`config.mk`:
```
export PLATFORM = sky130hd
export DESIGN_NAME = icir_regs
export DESIGN_NICKNAME = d
export VERILOG_FILES = /design/src/core/icir_pkg.sv /design/src/core/icir_regs.sv /design/src/core/icir_rise_det.sv /design/src/core/icir_rsc_reg.sv
export SDC_FILE = /design/constraint.sdc
export NUM_CORES = 1
export LEC_CHECK = 0
export BUFFER_PORTS_ARGS = -buffer_cell sky130_fd_sc_hd__buf_2
export CAP_MARGIN = 20
export CORE_MARGIN = 8
export CORE_UTILIZATION = 50
export DETAILED_ROUTE_END_ITERATION = 8
export HOLD_SLACK_MARGIN = 0.08
export PLACE_DENSITY_LB_ADDON = 0.25
export SYNTH_ARGS = -nofsm -noshare
export SYNTH_HDL_FRONTEND = slang
export SYNTH_SLANG_ARGS = --single-unit
export TNS_END_PERCENT = 1
```
`constraint.sdc`:
```
create_clock -name clk -period 1.6 [get_ports clk]
set_input_delay 0.08 -clock clk [delete_from_list [all_inputs] [get_ports clk]]
set_output_delay 0.08 -clock clk [all_outputs]
set_load 0.03 [all_outputs]
```
`src/core/icir_pkg.sv`:
```
// Constants, field layouts and helper functions for the isochronous context interrupt registers.
// Summary of operation
// - A transmit context completing a final-output command with interrupt bits set sets its bit.
// - A receive context completing any input command with interrupt bits set sets its bit.
// - An event bit is set by its signal's rising edge or a 1 written at set.
// - An event bit clears only by writing 1 at the clear address.
// - Transmit events sit at 90h set and 94h clear; 94h reads events AND mask.
// - Receive events sit at A0h set and A4h clear; A4h reads events AND mask.
// - Transmit event bits 7..0 name the context that raised summary transmit bit 6.
// - Transmit event bits 31..8 are reserved and always read zero.
// - Receive event bits 3..0 name the channel that raised summary receive bit 7.
// - Receive event bits 31..4 are reserved and always read zero.
// - After reset transmit event bits 31..8 are zero; low eight bits undefined.
// - Transmit mask sits at 98h set and 9Ch clear; both read the mask.
// - Each transmit mask bit aligns with its event bit; upper bits reset to zero.
// - The summary transmit interrupt fires only when its event and mask bit are both 1.
// - No interrupt is driven while the global interrupt enable is 0; here irq falls one cycle after the enable clears.
package icir_pkg;

   // Bus and field widths.
   localparam int ICIR_AW   = 8;
   localparam int ICIR_DW   = 32;
   localparam int ICIR_BEW  = 4;
   localparam int ICIR_TX_N = 8;
   localparam int ICIR_RX_N = 4;

   // Register byte offsets.
   localparam logic [ICIR_AW-1:0] ICIR_TX_EV_SET  = 8'h90;
   localparam logic [ICIR_AW-1:0] ICIR_TX_EV_CLR  = 8'h94;
   localparam logic [ICIR_AW-1:0] ICIR_TX_MSK_SET = 8'h98;
   localparam logic [ICIR_AW-1:0] ICIR_TX_MSK_CLR = 8'h9c;
   localparam logic [ICIR_AW-1:0] ICIR_RX_EV_SET  = 8'ha0;
   localparam logic [ICIR_AW-1:0] ICIR_RX_EV_CLR  = 8'ha4;
   localparam logic [ICIR_AW-1:0] ICIR_RX_MSK_SET = 8'ha8;
   localparam logic [ICIR_AW-1:0] ICIR_RX_MSK_CLR = 8'hac;
   localparam logic [ICIR_AW-1:0] ICIR_CTRL       = 8'hc0;
   localparam logic [ICIR_AW-1:0] ICIR_IRQ_STAT   = 8'hc4;
   localparam logic [ICIR_AW-1:0] ICIR_IRQ_MASK   = 8'hc8;
   localparam logic [ICIR_AW-1:0] ICIR_SUMMARY    = 8'hcc;

   // Field positions in the control, status, mask and summary words.
   localparam int ICIR_SUM_TX_BIT = 6;
   localparam int ICIR_SUM_RX_BIT = 7;
   localparam int ICIR_GIE_BIT    = 31;

   // Reset values.
   localparam logic [ICIR_TX_N-1:0] ICIR_TX_RST = 8'h00;
   localparam logic [ICIR_RX_N-1:0] ICIR_RX_RST = 4'h0;
   localparam logic [ICIR_DW-1:0]   ICIR_ZERO   = 32'h0000_0000;

   // Keeps only the byte lanes that the master enabled.
   function automatic logic [ICIR_DW-1:0] icir_be_mask(input logic [ICIR_DW-1:0] d,
                                                       input logic [ICIR_BEW-1:0] be);
      logic [ICIR_DW-1:0] m;
      m = ICIR_ZERO;
      for (int i = 0; i < ICIR_BEW; i++) begin
         m[i*8 +: 8] = be[i] ? d[i*8 +: 8] : 8'h00;
      end
      return m;
   endfunction

   // Places the transmit and receive summary fields into a word.
   function automatic logic [ICIR_DW-1:0] icir_place_sum(input logic tx, input logic rx);
      logic [ICIR_DW-1:0] w;
      w = ICIR_ZERO;
      w[ICIR_SUM_TX_BIT] = tx;
      w[ICIR_SUM_RX_BIT] = rx;
      return w;
   endfunction

endpackage

```
`src/core/icir_regs.sv`:
```
// Isochronous context interrupt event and mask registers with an Avalon-MM slave port.
//
// The Avalon-MM interface to the registers was left to the implementer.
`timescale 1ns/1ns
`default_nettype none
module icir_regs
   import icir_pkg::*;
(
   // Clock and reset.
   input  wire logic                 clk,
   input  wire logic                 nrst,
   // Avalon-MM slave.
   input  wire logic [ICIR_AW-1:0]   avs_address,
   input  wire logic                 avs_read,
   input  wire logic                 avs_write,
   input  wire logic [ICIR_DW-1:0]   avs_writedata,
   input  wire logic [ICIR_BEW-1:0]  avs_byteenable,
   output logic      [ICIR_DW-1:0]   avs_readdata,
   output logic                      avs_waitrequest,
   // Context interrupt signals from the DMA engines.
   input  wire logic [ICIR_TX_N-1:0] tx_context_int,
   input  wire logic [ICIR_RX_N-1:0] rx_channel_int,
   // Summary event bits and interrupt.
   output logic                      summary_transmit_event,
   output logic                      summary_receive_event,
   output logic                      irq
);

   // Bus state.
   logic                 waitrequest_ff;
   logic [ICIR_DW-1:0]   readdata_ff;
   logic                 rd_acc;
   logic                 wr_acc;
   logic [ICIR_DW-1:0]   wd;
   logic [ICIR_DW-1:0]   rd_val;

   // Register contents.
   logic [ICIR_TX_N-1:0] tx_ev;
   logic [ICIR_TX_N-1:0] tx_mask;
   logic [ICIR_RX_N-1:0] rx_ev;
   logic [ICIR_RX_N-1:0] rx_mask;
   logic [ICIR_TX_N-1:0] tx_rise;
   logic [ICIR_RX_N-1:0] rx_rise;

   // Software strobes.
   logic [ICIR_TX_N-1:0] tx_ev_set;
   logic [ICIR_TX_N-1:0] tx_ev_clr;
   logic [ICIR_TX_N-1:0] tx_msk_set;
   logic [ICIR_TX_N-1:0] tx_msk_clr;
   logic [ICIR_RX_N-1:0] rx_ev_set;
   logic [ICIR_RX_N-1:0] rx_ev_clr;
   logic [ICIR_RX_N-1:0] rx_msk_set;
   logic [ICIR_RX_N-1:0] rx_msk_clr;

   // Summary, control and interrupt state; index 0 is transmit, index 1 is receive.
   logic                 sum_tx_ff;
   logic                 sum_rx_ff;
   logic                 gie_ff;
   logic [1:0]           main_msk_ff;
   logic [1:0]           irq_stat_ff;
   logic [1:0]           irq_msk_ff;
   logic [1:0]           stat_set;
   logic [1:0]           stat_clr;
   logic                 irq_ff;

   // The slave answers one cycle after a request; accepts happen with waitrequest low.
   assign rd_acc = avs_read & ~waitrequest_ff;
   assign wr_acc = avs_write & ~waitrequest_ff;
   assign wd     = icir_be_mask(avs_writedata, avs_byteenable);

   // Completion edges of each transmit context and receive channel.
   icir_rise_det #(.W(ICIR_TX_N)) u_tx_rise (
      .clk   (clk),
      .nrst  (nrst),
      .level (tx_context_int),
      .rise  (tx_rise)
   );

   icir_rise_det #(.W(ICIR_RX_N)) u_rx_rise (
      .clk   (clk),
      .nrst  (nrst),
      .level (rx_channel_int),
      .rise  (rx_rise)
   );

   // Write strobes; a write at a set or clear address touches only the 1 bits written.
   assign tx_ev_set  = (wr_acc && avs_address == ICIR_TX_EV_SET)  ? ICIR_TX_N'(wd) : '0;
   assign tx_ev_clr  = (wr_acc && avs_address == ICIR_TX_EV_CLR)  ? ICIR_TX_N'(wd) : '0;
   assign tx_msk_set = (wr_acc && avs_address == ICIR_TX_MSK_SET) ? ICIR_TX_N'(wd) : '0;
   assign tx_msk_clr = (wr_acc && avs_address == ICIR_TX_MSK_CLR) ? ICIR_TX_N'(wd) : '0;
   assign rx_ev_set  = (wr_acc && avs_address == ICIR_RX_EV_SET)  ? ICIR_RX_N'(wd) : '0;
   assign rx_ev_clr  = (wr_acc && avs_address == ICIR_RX_EV_CLR)  ? ICIR_RX_N'(wd) : '0;
   assign rx_msk_set = (wr_acc && avs_address == ICIR_RX_MSK_SET) ? ICIR_RX_N'(wd) : '0;
   assign rx_msk_clr = (wr_acc && avs_address == ICIR_RX_MSK_CLR) ? ICIR_RX_N'(wd) : '0;

   // Transmit events: context edges set them, only the clear address clears them.
   icir_rsc_reg #(.W(ICIR_TX_N), .RST(ICIR_TX_RST)) u_tx_ev (
      .clk    (clk),
      .nrst   (nrst),
      .hw_set (tx_rise),
      .sw_set (tx_ev_set),
      .sw_clr (tx_ev_clr),
      .bits   (tx_ev)
   );

   // Transmit mask, bit for bit aligned with the transmit events.
   icir_rsc_reg #(.W(ICIR_TX_N), .RST(ICIR_TX_RST)) u_tx_mask (
      .clk    (clk),
      .nrst   (nrst),
      .hw_set ('0),
      .sw_set (tx_msk_set),
      .sw_clr (tx_msk_clr),
      .bits   (tx_mask)
   );

   // Receive events, set by any input completion edge.
   icir_rsc_reg #(.W(ICIR_RX_N), .RST(ICIR_RX_RST)) u_rx_ev (
      .clk    (clk),
      .nrst   (nrst),
      .hw_set (rx_rise),
      .sw_set (rx_ev_set),
      .sw_clr (rx_ev_clr),
      .bits   (rx_ev)
   );

   // Receive mask.
   icir_rsc_reg #(.W(ICIR_RX_N), .RST(ICIR_RX_RST)) u_rx_mask (
      .clk    (clk),
      .nrst   (nrst),
      .hw_set ('0),
      .sw_set (rx_msk_set),
      .sw_clr (rx_msk_clr),
      .bits   (rx_mask)
   );

   // Read multiplexer; upper bits of every narrow register come back as zero.
   always_comb begin
      rd_val = ICIR_ZERO;
      unique case (avs_address)
         ICIR_TX_EV_SET:  rd_val[ICIR_TX_N-1:0] = tx_ev;
         ICIR_TX_EV_CLR:  rd_val[ICIR_TX_N-1:0] = tx_ev & tx_mask;
         ICIR_TX_MSK_SET: rd_val[ICIR_TX_N-1:0] = tx_mask;
         ICIR_TX_MSK_CLR: rd_val[ICIR_TX_N-1:0] = tx_mask;
         ICIR_RX_EV_SET:  rd_val[ICIR_RX_N-1:0] = rx_ev;
         ICIR_RX_EV_CLR:  rd_val[ICIR_RX_N-1:0] = rx_ev & rx_mask;
         ICIR_RX_MSK_SET: rd_val[ICIR_RX_N-1:0] = rx_mask;
         ICIR_RX_MSK_CLR: rd_val[ICIR_RX_N-1:0] = rx_mask;
         ICIR_CTRL: begin
            rd_val = icir_place_sum(main_msk_ff[0], main_msk_ff[1]);
            rd_val[ICIR_GIE_BIT] = gie_ff;
         end
         ICIR_IRQ_STAT:   rd_val = icir_place_sum(irq_stat_ff[0], irq_stat_ff[1]);
         ICIR_IRQ_MASK:   rd_val = icir_place_sum(irq_msk_ff[0], irq_msk_ff[1]);
         ICIR_SUMMARY:    rd_val = icir_place_sum(sum_tx_ff, sum_rx_ff);
         default:         rd_val = ICIR_ZERO;
      endcase
   end

   // Waitrequest drops for exactly one cycle per request, so every access takes two cycles.
   always_ff @(posedge clk) begin
      if (!nrst) begin
         waitrequest_ff <= 1'b1;
      end else begin
         waitrequest_ff <= !((avs_read || avs_write) && waitrequest_ff);
      end
   end

   // Read data is captured with the answer to a read and held until the next read answer.
   always_ff @(posedge clk) begin
      if (!nrst) begin
         readdata_ff <= ICIR_ZERO;
      end else if (avs_read && waitrequest_ff) begin
         readdata_ff <= rd_val;
      end
   end

   // Summary bits: any enabled context raises its summary event.
   always_ff @(posedge clk) begin
      if (!nrst) begin
         sum_tx_ff <= 1'b0;
         sum_rx_ff <= 1'b0;
      end else begin
         sum_tx_ff <= |(tx_ev & tx_mask);
         sum_rx_ff <= |(rx_ev & rx_mask);
      end
   end

   // Control word: global enable and the main mask bits for both summaries.
   always_ff @(posedge clk) begin
      if (!nrst) begin
         gie_ff      <= 1'b0;
         main_msk_ff <= 2'h0;
      end else if (wr_acc && avs_address == ICIR_CTRL) begin
         gie_ff      <= wd[ICIR_GIE_BIT];
         main_msk_ff <= {wd[ICIR_SUM_RX_BIT], wd[ICIR_SUM_TX_BIT]};
      end
   end

   // Interrupt mask word.
   always_ff @(posedge clk) begin
      if (!nrst) begin
         irq_msk_ff <= 2'h0;
      end else if (wr_acc && avs_address == ICIR_IRQ_MASK) begin
         irq_msk_ff <= {wd[ICIR_SUM_RX_BIT], wd[ICIR_SUM_TX_BIT]};
      end
   end

   // A summary counts only while its main mask bit is 1.
   assign stat_set = {sum_rx_ff & main_msk_ff[1], sum_tx_ff & main_msk_ff[0]};

   // Read-clear removes only bits that the answer actually carried, so a late set survives.
   assign stat_clr = (rd_acc && avs_address == ICIR_IRQ_STAT) ?
                     {readdata_ff[ICIR_SUM_RX_BIT], readdata_ff[ICIR_SUM_TX_BIT]} : 2'h0;

   // Sticky status with set winning over the read clear.
   always_ff @(posedge clk) begin
      if (!nrst) begin
         irq_stat_ff <= 2'h0;
      end else begin
         irq_stat_ff <= (irq_stat_ff & ~stat_clr) | stat_set;
      end
   end

   // Interrupt level, gated by the global enable whatever the masks say.
   always_ff @(posedge clk) begin
      if (!nrst) begin
         irq_ff <= 1'b0;
      end else begin
         irq_ff <= gie_ff && |(irq_stat_ff & irq_msk_ff);
      end
   end

   // Outputs are the flip-flops themselves.
   assign avs_waitrequest        = waitrequest_ff;
   assign avs_readdata           = readdata_ff;
   assign summary_transmit_event = sum_tx_ff;
   assign summary_receive_event  = sum_rx_ff;
   assign irq                    = irq_ff;
endmodule
`default_nettype wire

```
`src/core/icir_rise_det.sv`:
```
// Rising-edge detector for a vector of same-clock completion signals.
`timescale 1ns/1ns
`default_nettype none
module icir_rise_det #(
   parameter int W = 8
) (
   // Clock and reset.
   input  wire logic         clk,
   input  wire logic         nrst,
   // Level in, one-cycle pulse out.
   input  wire logic [W-1:0] level,
   output logic      [W-1:0] rise
);

   logic [W-1:0] prev_ff;

   // Previous level; cleared at reset so a level high at release counts as an edge.
   always_ff @(posedge clk) begin
      if (!nrst) begin
         prev_ff <= '0;
      end else begin
         prev_ff <= level;
      end
   end

   // A bit rises when it is high now and was low one cycle ago.
   assign rise = level & ~prev_ff;

endmodule
`default_nettype wire

```
`src/core/icir_rsc_reg.sv`:
```
// Read/set/clear register bank in which a set always wins over a clear.
`timescale 1ns/1ns
`default_nettype none
module icir_rsc_reg #(
   parameter int           W   = 8,
   parameter logic [W-1:0] RST = '0
) (
   // Clock and reset.
   input  wire logic         clk,
   input  wire logic         nrst,
   // Set and clear strobes, one bit per position.
   input  wire logic [W-1:0] hw_set,
   input  wire logic [W-1:0] sw_set,
   input  wire logic [W-1:0] sw_clr,
   // Stored bits.
   output logic      [W-1:0] bits
);

   logic [W-1:0] bits_ff;
   logic [W-1:0] nxt_bits;

   // A clear only removes bits; any set in the same cycle keeps the bit, so no event is lost.
   assign nxt_bits = (bits_ff & ~sw_clr) | sw_set | hw_set;

   // Storage.
   always_ff @(posedge clk) begin
      if (!nrst) begin
         bits_ff <= RST;
      end else begin
         bits_ff <= nxt_bits;
      end
   end

   assign bits = bits_ff;

endmodule
`default_nettype wire

```
Yosys cells after proc, flatten, opt, wreduce, memory -nomap -nowiden --
Index checks and enable logic that the tools add are counted.
Word-level totals: output and inout port bits 36, word-level logic and storage cells 91, bits in registers 79, input port bits 60
Operators by class: multiplexer cells 14, bitwise operators 29, eq/ne operators 12, reduce and logical (&&, ||, !) cells 21
Operator list (count):
- $eq 8x8->1 const B | 12
- $mux 8 | 6
- $and 8x8->8 | 4
- $pmux 4 s7 | 1
- $mux 24 | 1
- $not 8->8 | 3
- $or 8x8->8 | 3
- $pmux 4 s6 | 1
- $and 4x4->4 | 4
- $mux 4 | 4
- $logic_and 1x1->1 | 14
- $not 4->4 | 3
- $or 4x4->4 | 3
- $reduce_or 8->1 | 1
- $reduce_or 2->1 | 3
- $and 1x1->1 | 4
- $and 2x2->2 | 2
- $reduce_or 4->1 | 1
- $mux 2 | 1
- $not 2->2 | 1
- $or 2x2->2 | 1
- $logic_not 1->1 | 1
- $logic_or 1x1->1 | 1
- $not 1->1 | 1

Logic depth before layout (Yosys ltp) --
depth after elaboration 8, depth in mapped cells 6, mapped depth without buffers 4

Cells and area by module --
From an unflattened synthesis, not the netlist that was laid out.
Unflattened totals: cells, all modules 350, area total of the unflattened synthesis 2941.6 sq um
By module, submodules not included:
- icir_regs | times used 1, cells each 240, sequential area each 400.4 sq um, area each 1700.4 sq um
- icir_rsc_reg at u_tx_ev ... | times used 2, cells each 25, sequential area each 160.2 sq um, area each 285.3 sq um
- icir_rsc_reg at u_rx_ev ... | times used 2, cells each 12, sequential area each 80.1 sq um, area each 140.1 sq um
- icir_rise_det at u_tx_rise | times used 1, cells each 24, sequential area each 160.2 sq um, area each 260.2 sq um
- icir_rise_det at u_rx_rise | times used 1, cells each 12, sequential area each 80.1 sq um, area each 130.1 sq um

Worst setup path before layout --
No wires, ideal clock.
path type register to register, start reg waitrequest_ff, in the netlist avs_waitrequest, end reg u_tx_mask.bits_ff[6], in the netlist u_tx_mask.bits[6], cell stages (with the launch flop) 7, period minus slack after synthesis 1.589 ns, required time 1.530 ns, data arrival time 1.519 ns, setup time 0.070 ns, setup slack 0.011 ns, path buffers 2, path through dfxtp_1 nor2b_1 clkbuf_1 nand3_2 buf_6 or3_1 a21oi_1
On the way: cells in the longest elaborated chain, start to end 7, elaborated cells on any way between the ends 9, classes of those cells 2 x mux; 5 x bitwise; 2 x reduce/logical
RTL lines:
- start: declaration | RTL line icir_regs.sv:30 | logic waitrequest_ff;
- start signal: assignment | RTL line icir_regs.sv:164 | waitrequest_ff <= !((avs_read || avs_write) && waitrequest_ff);
- $not 1->1 (*) | RTL line icir_regs.sv:68 | assign wr_acc = avs_write & ~waitrequest_ff;
- $and 1x1->1 (*) | RTL line icir_regs.sv:68
- $logic_and 1x1->1 | RTL line icir_regs.sv:90 | assign tx_msk_clr = (wr_acc && avs_address == ICIR_TX_MSK_CLR) ? ICIR_TX_N'(wd) : '0;
- $mux 8 | RTL line icir_regs.sv:90
- $not 8->8 | RTL line icir_rsc_reg.sv:23 | assign nxt_bits = (bits_ff & ~sw_clr) | sw_set | hw_set;
- $and 8x8->8 | RTL line icir_rsc_reg.sv:23
- $or 8x8->8 (*) | RTL line icir_rsc_reg.sv:23
- end signal: assignment | RTL line icir_rsc_reg.sv:30 | bits_ff <= nxt_bits;
- end: declaration | RTL line icir_rsc_reg.sv:19 | logic [W-1:0] bits_ff;
Mark *: on every way between the ends. The rest lies on a longest branch, timed or not. A chain may end at the register's enable or synchronous reset.

Worst setup path in the final report --
start reg waitrequest_ff, in the netlist avs_waitrequest, end reg readdata_ff[6], in the netlist avs_readdata[6]
On the way: cells in the longest elaborated chain, start to end 1
RTL lines:
- $logic_and 1x1->1 | RTL line icir_regs.sv:172 | end else if (avs_read && waitrequest_ff) begin
- end signal: assignment | RTL line icir_regs.sv:173 | readdata_ff <= rd_val;
- end: declaration | RTL line icir_regs.sv:31 | logic [ICIR_DW-1:0] readdata_ff;
No other way between the ends.

==> flow_metrics.env <==
export IMPL_status="completed"
export IMPL_yosys_top_cells_count="dfxtp_1, a21oi_1, o21ai_0"
export IMPL_hold_viol=0
export IMPL_area_delta_synth_final_pct=17.9
export IMPL_slew_violations=0
export IMPL_nNetsFinal=452
export IMPL_rsz0062_at_grt="false"
export IMPL_cts_max_path_buffers=2
export IMPL_core_area_sq_um=5510
export IMPL_worstPathCellList="nand2_1 -> a2111oi_0 -> o21ai_0 -> a21oi_1"
export IMPL_ir_drop_mv=0.653
export IMPL_cts_buffers_inserted=5
export IMPL_yosysTopAreaCellShare=0.394
export IMPL_cts_clk_slew_worst_paths_ps=100
export IMPL_first_pass_iters=4
export IMPL_dp_slack_ps=56.5
export IMPL_r2r_slack_ps=70
export IMPL_drt_iter0_markers=249
export IMPL_synth_top_cell_by_area="dfxtp_1"
export IMPL_die_w_microns=91.5
export IMPL_critPathKind="flop to flop"
export IMPL_power_leakage_nw=1.30
export IMPL_slowest_delay_ps=600
export IMPL_max_freq_mhz=654
export IMPL_timing_rr_end="avs_readdata[6]$_SDFFE_PN0P_"
export IMPL_grt_overflow_total=0
export IMPL_gp_congestion=0.873
export IMPL_grt_pass1_vias=2487
export IMPL_port_buffers=47
export IMPL_ios=96
export IMPL_crit_path_end_kind="flop"
export IMPL_worstPathArrival_ps=1760
export IMPL_drive_gt1_frac=0.209
export IMPL_synthDistinctLibCells=46
export IMPL_drcViolationCount=0
export IMPL_postCtsSetupBuffers=0
export IMPL_min_to="u_tx_ev.bits[5]$_SDFF_PN0_"
export IMPL_period_share=0.955
export IMPL_cts_tree="done"
export IMPL_hold_path_class="input pin to flop"
export IMPL_grt_pass1_wl_microns=12000
export IMPL_via_per_inst=5.48
export IMPL_synth_ff_type="dfxtp_1"
export IMPL_final_antenna_net_count=0
export IMPL_root_buffer="clkbuf_8"
export IMPL_min_path_cells=3
export IMPL_crit_required_ps=1830
export IMPL_vias=2550
export IMPL_cp_start_kind="flop"
export IMPL_ys_warn_count=0
export IMPL_skew_ps=3.95
export IMPL_placementRows=27
export IMPL_synth_seq_cells=56
export IMPL_die_area_sq_um=8370
export IMPL_chipHeight_microns=91.5
export IMPL_grt_usage=0.171
export IMPL_wl_per_cell_microns=15.5
export IMPL_initial_core_util=0.517
export IMPL_tightest_slew_ps=628
export IMPL_setup_violations=0
export IMPL_timing_rr_start="avs_waitrequest$_SDFF_PN1_"
export IMPL_grt_antenna_before_repair=0
export IMPL_clock_latency_ps=310
export IMPL_synth_area_per_cell_sq_um=8.63
export IMPL_p_per_area_nw_per_um2=841
export IMPL_cts_sinks=56
export IMPL_cpMaxStageDelayCell="a2111oi_0"
export IMPL_routed_wl_microns=7190
export IMPL_dp_hpwl_microns=5260
export IMPL_relSlewSlack=0.570
export IMPL_synth_area_leaders="dfxtp_1, buf_4, a21oi_1"
export IMPL_worstHoldStart="avs_writedata[5]"
export IMPL_syn_area_sq_um=2850
export IMPL_async_flop_share=0
export IMPL_grt_max_degree=21
export IMPL_startpoint="avs_waitrequest$_SDFF_PN1_"
export IMPL_maxCapViolCount=0
export IMPL_min_period_ps=1530
export IMPL_timing_final_ws_setup_ps=71.4
export IMPL_synth_yosys_seq_area_share=0.394
export IMPL_path_buf_inv=0
export IMPL_synth_edff_count=0
export IMPL_critPathTopFamily="compound AO/OA/AOI/OAI gates"
export IMPL_r2r_cells=4
export IMPL_htreeDepth=2
export IMPL_diodes=0
export IMPL_finalSetupTns_ps=0
export IMPL_netlist_instances=330
export IMPL_path_max_fanout=6
export IMPL_yosysMostFrequentCell="dfxtp_1"
## sequential cells by signal (all words and copies together) (netlist names)
signal and flops:
u_tx_ev.bits 8, irq 1, u_tx_mask.bits 8, u_tx_rise.prev_ff 8
avs_readdata 9, u_rx_mask.bits 4, summary_receive_event 1, avs_waitrequest 1
main_msk_ff 2, irq_stat_ff 2, summary_transmit_event 1, u_rx_rise.prev_ff 4
u_rx_ev.bits 4, gie_ff 1, irq_msk_ff 2
## per-stage QoR
stage / instance area, sq um / std cells / total power [mW] / util / hold slack [ps]
2_1_floorplan: 2930 / 352 / 1.79 / - / 196
3_3_place_gp: 3090 / 443 / 1.86 / 0.561 / 292
3_5_place_dp: 3090 / 443 / 1.87 / 0.561 / 296
4_1_cts: 3350 / 465 / 2.83 / 0.608 / 83.9
5_1_grt: 3360 / 465 / 2.94 / 0.610 / 108
6_report: 3360 / 465 / 2.82 / 0.610 / 82.8
## worst max-delay path by stage
stage | to | cells after the start
2_1_floorplan | u_tx_mask.bits[6]$_SDFF_PN0_ | 6
3_3_place_gp | gie_ff$_SDFFE_PN0P_ | 5
3_5_place_dp | avs_readdata[7]$_SDFFE_PN0P_ | 5
4_1_cts | u_tx_mask.bits[4]$_SDFF_PN0_ | 7
5_1_grt | u_tx_mask.bits[4]$_SDFF_PN0_ | 7
6_report | avs_readdata[6]$_SDFFE_PN0P_ | 4
## metal layers
metal | track usage | part of all wire
met1 | 0.223 | 0.47
met2 | 0.268 | 0.45
met3 | 0.0486 | 0.076
met4 | 0.0450 | 0.0082
met5 | 0 | 0
## layout by cell type (no fill, tap or decap), drive strengths merged, types with 3 or more instances in the layout
cell,count
nand2,19
buf,59
conb,23
nor2b,5
dfxtp,56
o21ai,29
and2,15
o22ai,3
clkbuf,5
a32o,4
a32oi,10
nand2b,7
nand3,11
dlygate4sd3,14
nor2,16
a21oi,37
or3,16
a41oi,3
a22oi,10
inv,14
and4bb,3
mux2i,4
## power by group
| part | internal, mW | total (mW) | switching, mW |
|---|---|---|---|
| Sequential | 1.44 | 1.47 | 0.0307 |
| Combinational | 0.142 | 0.399 | 0.257 |
| Clock | 0.472 | 0.954 | 0.482 |
| Total | 2.06 | 2.82 | 0.769 |
## cell families after synthesis
kind of cell,synth area share
multiplexers,0.0220
flip-flops,0.394
buffers and inverters,0.107
AND/OR/NAND/NOR,0.244
AO/OA/AOI/OAI,0.232
other,0.00132
## worst reg2reg max path, delay by kind of cell (launching register included)
| kind | cells | cell delay [ps] |
|---|---|---|
| AND/OR/NAND/NOR | 1 | 90 |
| AO/OA/AOI/OAI | 3 | 960 |
| flip-flops | 1 | 410 |
## area by class of cell
class | count | area [sq um]
sequential | 56 | 1120
clock buffer | 5 | 68.8
clock inverter | 3 | 46.3
tap | 72 | 90.1
timing repair buffer | 73 | 465
fill | 516 | 2150
multi-input combinational | 243 | 1520
inverter | 13 | 48.8
## what timing repair did
item | in CTS | in global routing
setup endpoints to repair | 0 | 8
hold buffers | 14 | 0
hold endpoints to repair | 22 | 0
resized for setup | 0 | 2
Note: power is estimated with default switching activity, not from simulation.
